### src/hw/prox_irq_pkg.sv
// Constants for the proximity threshold interrupt block.
// Assumes an I2C slave elsewhere delivers byte register accesses.
package prox_irq_pkg;
  localparam logic [7:0] ADDR_RESULT_HI = 8'h87;
  localparam logic [7:0] ADDR_RESULT_LO = 8'h88;
  localparam logic [7:0] ADDR_IRQ_CTRL = 8'h89;
  localparam logic [7:0] ADDR_LOW_HI = 8'h8A;
  localparam logic [7:0] ADDR_LOW_LO = 8'h8B;
  localparam logic [7:0] ADDR_HIGH_HI = 8'h8C;
  localparam logic [7:0] ADDR_HIGH_LO = 8'h8D;
  localparam logic [7:0] ADDR_IRQ_FLAGS = 8'h8E;
  // Control field positions
  localparam int CTRL_SRC_SEL_BIT = 0;
  localparam int CTRL_LIMIT_EN_BIT = 1;
  localparam int CTRL_READY_EN_BIT = 3;
  localparam int CTRL_PERSIST_LSB = 5;
  localparam int CTRL_PERSIST_W = 3;
  // Flag positions
  localparam int FLAG_HIGH_BIT = 0;
  localparam int FLAG_LOW_BIT = 1;
  localparam int FLAG_READY_BIT = 3;
  localparam logic [7:0] CTRL_RESET = 8'h00;
  localparam logic [7:0] CTRL_WMASK = 8'hEB;
  localparam logic [7:0] FLAGS_MASK = 8'h0B;
  localparam logic [15:0] LOW_RESET = 16'h0000;
  localparam logic [15:0] HIGH_RESET = 16'hFFFF;
  localparam logic [7:0] ZERO_BYTE = 8'h00;
endpackage : prox_irq_pkg

### src/hw/prox_threshold_irq.sv
// Threshold and data-ready interrupt logic with its byte registers.
// Assumes an I2C slave on the same clock gives one-cycle byte strobes.
// Contract
// Persistence code selects 1..128 consecutive results
// Low threshold in two bytes, high first
// High threshold in two bytes, high first
// Data-ready sets status bit 3
// Below-low crossing sets status bit 1
// Above-high crossing sets status bit 0
// Flags sticky; write one clears, zero keeps
// Interrupt pad low while any flag set
// Enables gate flags; select 0 means proximity
// Inside-window result restarts consecutive count
// 16-bit result readable as two bytes
// Register pointer advances after each byte
`timescale 1ns/10ps
`default_nettype none
module prox_threshold_irq (
  input wire logic I_CLOCK,
  input wire logic I_RST,
  input wire logic i_RESULT_VALID,
  input wire logic [15:0] i_RESULT,
  input wire logic i_ADDR_LOAD,
  input wire logic [7:0] i_ADDR,
  input wire logic i_WR_STB,
  input wire logic [7:0] i_WR_DATA,
  input wire logic i_RD_STB,
  output logic [7:0] o_RD_DATA,
  output logic [7:0] o_PTR,
  output logic o_INT_N
);
  logic [7:0] ptr;
  logic [7:0] ctrl_reg;
  logic [7:0] ctrl_next;
  logic [15:0] low_reg;
  logic [15:0] low_next;
  logic [15:0] high_reg;
  logic [15:0] high_next;
  logic [15:0] result_reg;
  logic [15:0] result_next;
  logic [7:0] flags_reg;
  logic [7:0] flags_next;
  logic [7:0] rd_data_reg;
  logic [7:0] rd_data_next;
  logic int_n_reg;
  logic int_n_next;
  logic above_reg;
  logic above_next;
  logic below_reg;
  logic below_next;
  logic sample_reg;
  logic sample_next;
  logic fire;
  logic [7:0] rd_mux;
  logic [7:0] set_bits;
  logic [7:0] clr_bits;
  logic use_prox;

  prox_regptr u_ptr (
    .i_clock(I_CLOCK),
    .i_rst(I_RST),
    .i_load(i_ADDR_LOAD),
    .i_addr(i_ADDR),
    .i_step(i_WR_STB | i_RD_STB),
    .o_ptr(ptr)
  );

  prox_persist #(
    .CNT_W(8)
  ) u_persist (
    .i_clock(I_CLOCK),
    .i_rst(I_RST),
    .i_sample(sample_reg),
    .i_out_window(above_reg | below_reg),
    .i_persist_code(ctrl_reg[prox_irq_pkg::CTRL_PERSIST_LSB +: prox_irq_pkg::CTRL_PERSIST_W]),
    .o_fire(fire)
  );

  // Register writes and result capture
  always_comb begin
    ctrl_next = ctrl_reg;
    low_next = low_reg;
    high_next = high_reg;
    result_next = result_reg;
    if (i_RESULT_VALID) begin
      result_next = i_RESULT;
    end
    if (i_WR_STB) begin
      case (ptr)
        prox_irq_pkg::ADDR_IRQ_CTRL: ctrl_next = i_WR_DATA & prox_irq_pkg::CTRL_WMASK;
        prox_irq_pkg::ADDR_LOW_HI: low_next[15:8] = i_WR_DATA;
        prox_irq_pkg::ADDR_LOW_LO: low_next[7:0] = i_WR_DATA;
        prox_irq_pkg::ADDR_HIGH_HI: high_next[15:8] = i_WR_DATA;
        prox_irq_pkg::ADDR_HIGH_LO: high_next[7:0] = i_WR_DATA;
        default: ;
      endcase
    end
  end

  // Comparison stage: registered on the same edge that captures the result
  always_comb begin
    use_prox = ~ctrl_reg[prox_irq_pkg::CTRL_SRC_SEL_BIT];
    sample_next = i_RESULT_VALID & use_prox;
    above_next = above_reg;
    below_next = below_reg;
    if (i_RESULT_VALID) begin
      above_next = i_RESULT > high_reg;
      below_next = i_RESULT < low_reg;
    end
  end

  // Status flags; a set in the same cycle as a clear wins
  always_comb begin
    set_bits = prox_irq_pkg::ZERO_BYTE;
    if (sample_reg && fire == 1'b0) begin
      set_bits = prox_irq_pkg::ZERO_BYTE;
    end
    if (fire && ctrl_reg[prox_irq_pkg::CTRL_LIMIT_EN_BIT]) begin
      set_bits[prox_irq_pkg::FLAG_HIGH_BIT] = above_reg;
      set_bits[prox_irq_pkg::FLAG_LOW_BIT] = below_reg;
    end
    if (i_RESULT_VALID && ctrl_reg[prox_irq_pkg::CTRL_READY_EN_BIT]) begin
      set_bits[prox_irq_pkg::FLAG_READY_BIT] = 1'b1;
    end
    clr_bits = prox_irq_pkg::ZERO_BYTE;
    if (i_WR_STB && ptr == prox_irq_pkg::ADDR_IRQ_FLAGS) begin
      clr_bits = i_WR_DATA;
    end
    flags_next = ((flags_reg & ~clr_bits) | set_bits) & prox_irq_pkg::FLAGS_MASK;
    int_n_next = ~(|flags_next);
  end

  // Read data follows the pointer; registered so the output is a flop
  always_comb begin
    case (ptr)
      prox_irq_pkg::ADDR_RESULT_HI: rd_mux = result_reg[15:8];
      prox_irq_pkg::ADDR_RESULT_LO: rd_mux = result_reg[7:0];
      prox_irq_pkg::ADDR_IRQ_CTRL: rd_mux = ctrl_reg;
      prox_irq_pkg::ADDR_LOW_HI: rd_mux = low_reg[15:8];
      prox_irq_pkg::ADDR_LOW_LO: rd_mux = low_reg[7:0];
      prox_irq_pkg::ADDR_HIGH_HI: rd_mux = high_reg[15:8];
      prox_irq_pkg::ADDR_HIGH_LO: rd_mux = high_reg[7:0];
      prox_irq_pkg::ADDR_IRQ_FLAGS: rd_mux = flags_reg;
      default: rd_mux = prox_irq_pkg::ZERO_BYTE;
    endcase
    rd_data_next = rd_mux;
  end

  always_ff @(posedge I_CLOCK or posedge I_RST) begin
    if (I_RST) begin
      ctrl_reg <= prox_irq_pkg::CTRL_RESET;
      low_reg <= prox_irq_pkg::LOW_RESET;
      high_reg <= prox_irq_pkg::HIGH_RESET;
      result_reg <= 16'h0000;
      flags_reg <= prox_irq_pkg::ZERO_BYTE;
      rd_data_reg <= prox_irq_pkg::ZERO_BYTE;
      int_n_reg <= 1'b1;
      above_reg <= 1'b0;
      below_reg <= 1'b0;
      sample_reg <= 1'b0;
    end else begin
      ctrl_reg <= ctrl_next;
      low_reg <= low_next;
      high_reg <= high_next;
      result_reg <= result_next;
      flags_reg <= flags_next;
      rd_data_reg <= rd_data_next;
      int_n_reg <= int_n_next;
      above_reg <= above_next;
      below_reg <= below_next;
      sample_reg <= sample_next;
    end
  end

  assign o_RD_DATA = rd_data_reg;
  assign o_PTR = ptr;
  assign o_INT_N = int_n_reg;
endmodule : prox_threshold_irq
`default_nettype wire

### src/hw/prox_persist.sv
// Consecutive out-of-window counter for threshold events.
// Assumes one sample pulse per finished measurement, same clock.
`timescale 1ns/10ps
`default_nettype none
module prox_persist #(
  parameter int CNT_W = 8
) (
  input wire logic i_clock,
  input wire logic i_rst,
  input wire logic i_sample,
  input wire logic i_out_window,
  input wire logic [2:0] i_persist_code,
  output logic o_fire
);
  logic [CNT_W-1:0] count_reg;
  logic [CNT_W-1:0] count_next;
  logic fire_reg;
  logic fire_next;
  logic [CNT_W:0] need;
  logic [CNT_W:0] count_inc;

  always_comb begin
    need = (CNT_W+1)'(1) << i_persist_code;
    count_inc = {1'b0, count_reg} + (CNT_W+1)'(1);
    count_next = count_reg;
    fire_next = 1'b0;
    if (i_sample) begin
      if (!i_out_window) begin
        count_next = '0;
      end else if (count_inc >= need) begin
        // Stays saturated so each further outside result keeps firing
        fire_next = 1'b1;
        count_next = (count_inc > need) ? count_reg : count_inc[CNT_W-1:0];
      end else begin
        count_next = count_inc[CNT_W-1:0];
      end
    end
  end

  always_ff @(posedge i_clock or posedge i_rst) begin
    if (i_rst) begin
      count_reg <= '0;
      fire_reg <= 1'b0;
    end else begin
      count_reg <= count_next;
      fire_reg <= fire_next;
    end
  end

  assign o_fire = fire_reg;
endmodule : prox_persist
`default_nettype wire

### src/hw/prox_regptr.sv
// Register pointer with auto-increment after each byte access.
// Assumes the I2C slave pulses load on the address byte, step per data byte.
`timescale 1ns/10ps
`default_nettype none
module prox_regptr (
  input wire logic i_clock,
  input wire logic i_rst,
  input wire logic i_load,
  input wire logic [7:0] i_addr,
  input wire logic i_step,
  output logic [7:0] o_ptr
);
  logic [7:0] ptr_reg;
  logic [7:0] ptr_next;

  always_comb begin
    ptr_next = ptr_reg;
    if (i_load) begin
      ptr_next = i_addr;
    end else if (i_step) begin
      ptr_next = ptr_reg + 8'h01;
    end
  end

  always_ff @(posedge i_clock or posedge i_rst) begin
    if (i_rst) begin
      ptr_reg <= 8'h00;
    end else begin
      ptr_reg <= ptr_next;
    end
  end

  assign o_ptr = ptr_reg;
endmodule : prox_regptr
`default_nettype wire

### config.mk
export PLATFORM = sky130hd
export DESIGN_NAME = prox_threshold_irq
export DESIGN_NICKNAME = d
export VERILOG_FILES = /design/src/hw/prox_irq_pkg.sv /design/src/hw/prox_threshold_irq.sv /design/src/hw/prox_persist.sv /design/src/hw/prox_regptr.sv
export SDC_FILE = /design/constraint.sdc
export NUM_CORES = 1
export LEC_CHECK = 0
export ABC_CLOCK_PERIOD_IN_PS = 2700
export BUFFER_PORTS_ARGS = -buffer_cell sky130_fd_sc_hd__buf_2
export CORE_MARGIN = 2
export CORE_UTILIZATION = 25
export DETAILED_ROUTE_END_ITERATION = 12
export SYNTH_ARGS = -nofsm -noshare
export SYNTH_HDL_FRONTEND = slang
export SYNTH_SLANG_ARGS = --single-unit
### constraint.sdc
create_clock -name I_CLOCK -period 2.7 [get_ports I_CLOCK]
set_input_delay 0.54 -clock I_CLOCK [delete_from_list [all_inputs] [get_ports I_CLOCK]]
set_output_delay 0.54 -clock I_CLOCK [all_outputs]
set_load 0.03 [all_outputs]
Word-level counts from Yosys, hierarchy flattened

Index checks and enable logic that the tools add are counted.

Add/subtract/negate cells: 2
Magnitude comparators: 4
Equality and inequality tests: 9
Shift operators: 1
Muxes and demuxes: 12
Bitwise gates (word level): 8
Reductions and logical operators: 11

Operator list:

| operator                                        | number |
|---|---|
| equality test 8 bit, second input constant      | 8 |
| one-hot mux 8 bit (8 select lines)              | 1 |
| two-way mux 8 bit                               | 5 |
| > comparator 16 bit                             | 1 |
| < comparator 16 bit                             | 1 |
| AND reduction 2 bit                             | 6 |
| adder 8 x 1 -> 9 bit, second input constant     | 1 |
| >= comparator 9 bit                             | 1 |
| > comparator 9 bit                              | 1 |
| left shift 1 x 3 -> 9 bit, first input constant | 1 |
| adder 8 x 1 -> 8 bit, second input constant     | 1 |
| AND 4 bit                                       | 1 |
| two-way mux 1 bit                               | 4 |
| two-way mux 4 bit                               | 1 |
| inverter 4 bit                                  | 1 |
| bitwise OR 4 bit                                | 1 |
| logical AND 1 bit                               | 3 |
| inequality test 3 bit, second input constant    | 1 |
| OR reduction 3 bit                              | 1 |
| two-way mux 2 bit                               | 1 |
| inverter 1 bit                                  | 2 |
| bitwise OR 1 bit                                | 2 |
| nonzero test 2 bit                              | 1 |
| AND 1 bit                                       | 1 |

Register bits after elaboration: 86
Bits of input ports: 38
Logic and storage cells: 62

Depth between registers and ports, before layout

Depth after elaboration: 8
Depth in mapped cells: 10

By module

From an unflattened synthesis, not the netlist that was laid out.

Cells, all modules: 518
Area, all modules: 5078.6 µm²

Modules (own cells, without submodules):

| module             | instances | cells an instance | area an instance (µm²) |
|---|---|---|---|
| prox_threshold_irq | 1         | 385               | 3849.9 |
| prox_persist       | 1         | 83                | 783.3 |
| prox_regptr        | 1         | 50                | 445.4 |

Least setup slack after synthesis

Ideal clock, no wire load.

Path type: register to register
From: register u_persist.count_reg[0]
To: register u_persist.count_reg[0]
Setup time: 0.066 ns
Arrival time: 2.577 ns
Data required time: 2.634 ns
Path slack: 0.057 ns
Stages on the path, launching flop included: 11
Buffers on the path: 0
Period minus slack after synthesis: 2.643 ns
Path through: dfrtp_1 ha_1 nand3_1 nor2_1 xor2_1 ha_1 nand3_1 or3_1 o32ai_2 nor2b_1 mux2_2

Cells in the longest elaborated chain, start to end: 4
Elaborated cells on any way between the ends: 8
Classes of those cells: 1 x add/sub; 2 x order compare; 1 x eq/ne; 3 x mux; 1 x reduce/logical

RTL lines:

| what                                                                               | RTL line           | text |
|---|---|---|
| from (decl)                                                                        | prox_persist.sv:15 | `logic [CNT_W-1:0] count_reg;` |
| from (signal assigned)                                                             | prox_persist.sv:45 | `count_reg <= count_next;` |
| adder 8 x 1 -> 9 bit (*)                                                           | prox_persist.sv:24 | `count_inc = {1'b0, count_reg} + (CNT_W+1)'(1);` |
| > comparator 9 bit, or another cell as far along                                   | prox_persist.sv:33 | `count_next = (count_inc > need) ? count_reg : count_inc[CNT_W-1:0];` |
| inequality test 3 bit (no source line) / two-way mux 8 bit (equally long branches) | --                 |  |
| AND reduction 2 bit (no source line) / two-way mux 8 bit (equally long branches)   | --                 |  |

Every way passes the cells marked *; elsewhere a longest branch is shown, timed or not. The select of a mux whose other input is x is not followed.
A chain may end at the register's enable or synchronous reset.

Worst setup path in the final report

Same ends and word-level chain as after synthesis.

==> run metrics <==
min-delay worst type in2async; Slew Limit Fails 0; Synthesis Warnings 0; leading cell type in the layout, fill and taps excluded dfrtp_1; pre-CTS setup slack 13.6 ps; Worst EP required 2940 ps; die width 145 um; initial antenna violation count 0; Final Hold Fails 0; post-route cell area 0.00597 mm^2; clk root buf clkbuf_16; # rows 51; DRC 0; nets 613; WL per Instance 16.9 um; fin crit share 100%; total gr overflow 0; Post-Synth Simple-Gate Area 13.8%; Syn Area/Cell 10.5 um^2; Max IR drop VDD 0.000311 V; hpwl dp 9910 um; Placed Instance Area 0.00556 mm^2; Global Route Usage Sum 13.4%; Placeable Area 0.0195 mm^2; H-tree depth 3; failing checks setup timing; WS Path Type reg2reg; CTS Hold Bufs 0; CTS Buffer Depth 2; die area 0.0209 mm^2; DR vias 3,787; Setup Skew 8.77 ps; CTS Sinks 86; fin crit period 2700 ps; pin count of the biggest net entering global routing 46; Clk pin slew, worst setup/hold paths 60 ps; sequential share of the synthesized area 43.9%; main combinational cell family by area after synthesis simple AND/OR/NAND/NOR gates; Layout area overhead 20.8%; CTS tree built; FMAX 0.370 GHz; vias per std cell 4.73; worst skew pair latency 350 ps; Post-Synth Adder-Cell Area 11.1%; #FFs+latches synth 86; PD cells 681 mW/mm^2; Synth Net Count 551; top-level port count 55; Post-synth top flop dfrtp_1; outcome finished with violations; First-pass DRT Iterations 5; Critical Path End Type register; GP Congestion 0.850; most frequent cells in the layout dfrtp_1 (66), buf_2 (54), nand2_1 (46); leakage 2.67 nW; Mapped Cells 469; worst setup margin -1.78 ps; Worst slew margin 56.0%; CP Max Fanout 6; PortBufs 54; XOR/XNOR share of the synthesized area 2.30%; worst slew pin tran 659 ps; Final setup viols 1; mux cell area share after synthesis 9.91%; fillers 2,021; layout cells sized above 1 31.2%; Iter 0 DRT Violations 333; Chip Height 145 um; number of antenna diodes 0; final wirelength 13,600 um; startpoint types register; Num CTS Buffers 9; ANT nets after route 0; vias in the first global route 3,744; asr flop ratio synth 100%; number of flops mapped to enable cells by yosys 0; Initial Utilization 25.4%; synthesized area 0.00495 mm^2; first-pass GRT wire length 21,000 um; max_cap viols 0; compound-cell area share of the yosys netlist 13.7%; Worst Path Arrival 2940 ps; Synth cell types 62
==> Yosys cell counts (12+ instances only) <==
| cell | n | area (um^2) |
|---|---|---|
| nand2_1 | 47 | 176 |
| ha_1 | 44 | 551 |
| a21oi_1 | 20 | 100 |
| mux2_2 | 32 | 360 |
| nand4_1 | 14 | 87.6 |
| dfstp_2 | 17 | 447 |
| a22o_1 | 12 | 105 |
| inv_1 | 38 | 143 |
| nor2_1 | 12 | 45.0 |
| nand3_1 | 17 | 85.1 |
| dfrtp_1 | 69 | 1730 |
| o21ai_0 | 30 | 150 |
==> power by group <==
part / total [mW] / leakage, nW / internal, mW / switching (mW)
logic: 1.16 / 1.54 / 0.533 / 0.629
clock network: 1.24 / 0.141 / 0.742 / 0.500
registers: 1.66 / 0.989 / 1.50 / 0.160
==> final cells by class <==
| class | count | area (um^2) | share of cell area (%) |
|---|---|---|---|
| clock inverters | 2 | 35.0 | 0.586 |
| multi-input cells | 324 | 2610 | 43.6 |
| repair buffers | 72 | 423 | 7.08 |
| well taps | 265 | 332 | 5.55 |
| clock buffers | 14 | 254 | 4.25 |
| inverters | 38 | 146 | 2.45 |
| flip-flops and latches | 86 | 2180 | 36.4 |
==> metrics by stage <==
| stage | hold WS [ps] | utilization, % | total power [mW] | TNS, ps | std cells |
|---|---|---|---|---|---|
| 6_report | 276 | 30.7 | 4.07 | -1.78 | 801 |
| 3_3_place_gp | 467 | 28.5 | 2.69 | 0 | 781 |
| 3_5_place_dp | 465 | 28.5 | 2.70 | 0 | 781 |
| 2_1_floorplan | 419 | - | 2.36 | 0 | 469 |
| 4_1_cts | 291 | 30.0 | 3.97 | -5.64 | 797 |
| 5_1_grt | 317 | 30.7 | 4.31 | -690 | 801 |
==> worst max-delay path, stage by stage (launching register included) <==
cell and delay (ps):
dfrtp_1 420, ha_2 210, nand3_1 90, nor2_1 130, xor2_1 220, ha_1 320
a21oi_2 200, o22ai_2 120, o32ai_4 340, buf_6 160, o21ai_2 100, mux2_2 280
==> kinds of logic after synthesis <==
| logic type | Yosys count |
|---|---|
| simple gates | 126 |
| compound gates | 100 |
| flops | 86 |
| buf+inv | 59 |
| fa+ha+maj | 44 |
| mux | 41 |
| xor+xnor | 13 |
==> timing repair <==
| action | in CTS | in global routing |
|---|---|---|
| endpoints found under the setup margin | 1 | 8 |
| buffers inserted | 0 | 5 |
| pin swaps | 0 | 14 |
| resized for setup | 0 | 21 |
| cloned | 0 | 0 |
==> final timing paths <==
kind / startpoint / end / slack (ps) / cells after the start
max: u_persist.count_reg[0] / u_persist.count_reg[0] / -2 / 11
min: I_RST / u_persist.count_reg[0] / 280 / 2
max reg2reg: u_persist.count_reg[0] / u_persist.count_reg[0] / -2 / 11
min reg2reg: ctrl_reg[0] / sample_reg / 470 / 1
max in group asynchronous: I_RST / high_reg[3] / 1700 / 3
min in group I_CLOCK: i_ADDR[7] / u_ptr.o_ptr[7] / 390 / 3
==> routing by layer <==
metal  wire [um]  up-vias  global-route usage [%]
li1            -     1827                       -
met1        6280     1850                    18.3
met2        6250       91                    21.0
met3         836       19                    3.42
met4         195        0                    4.14
met5           0        -                       0
No activity file was read; power rests on OpenSTA's default activity.
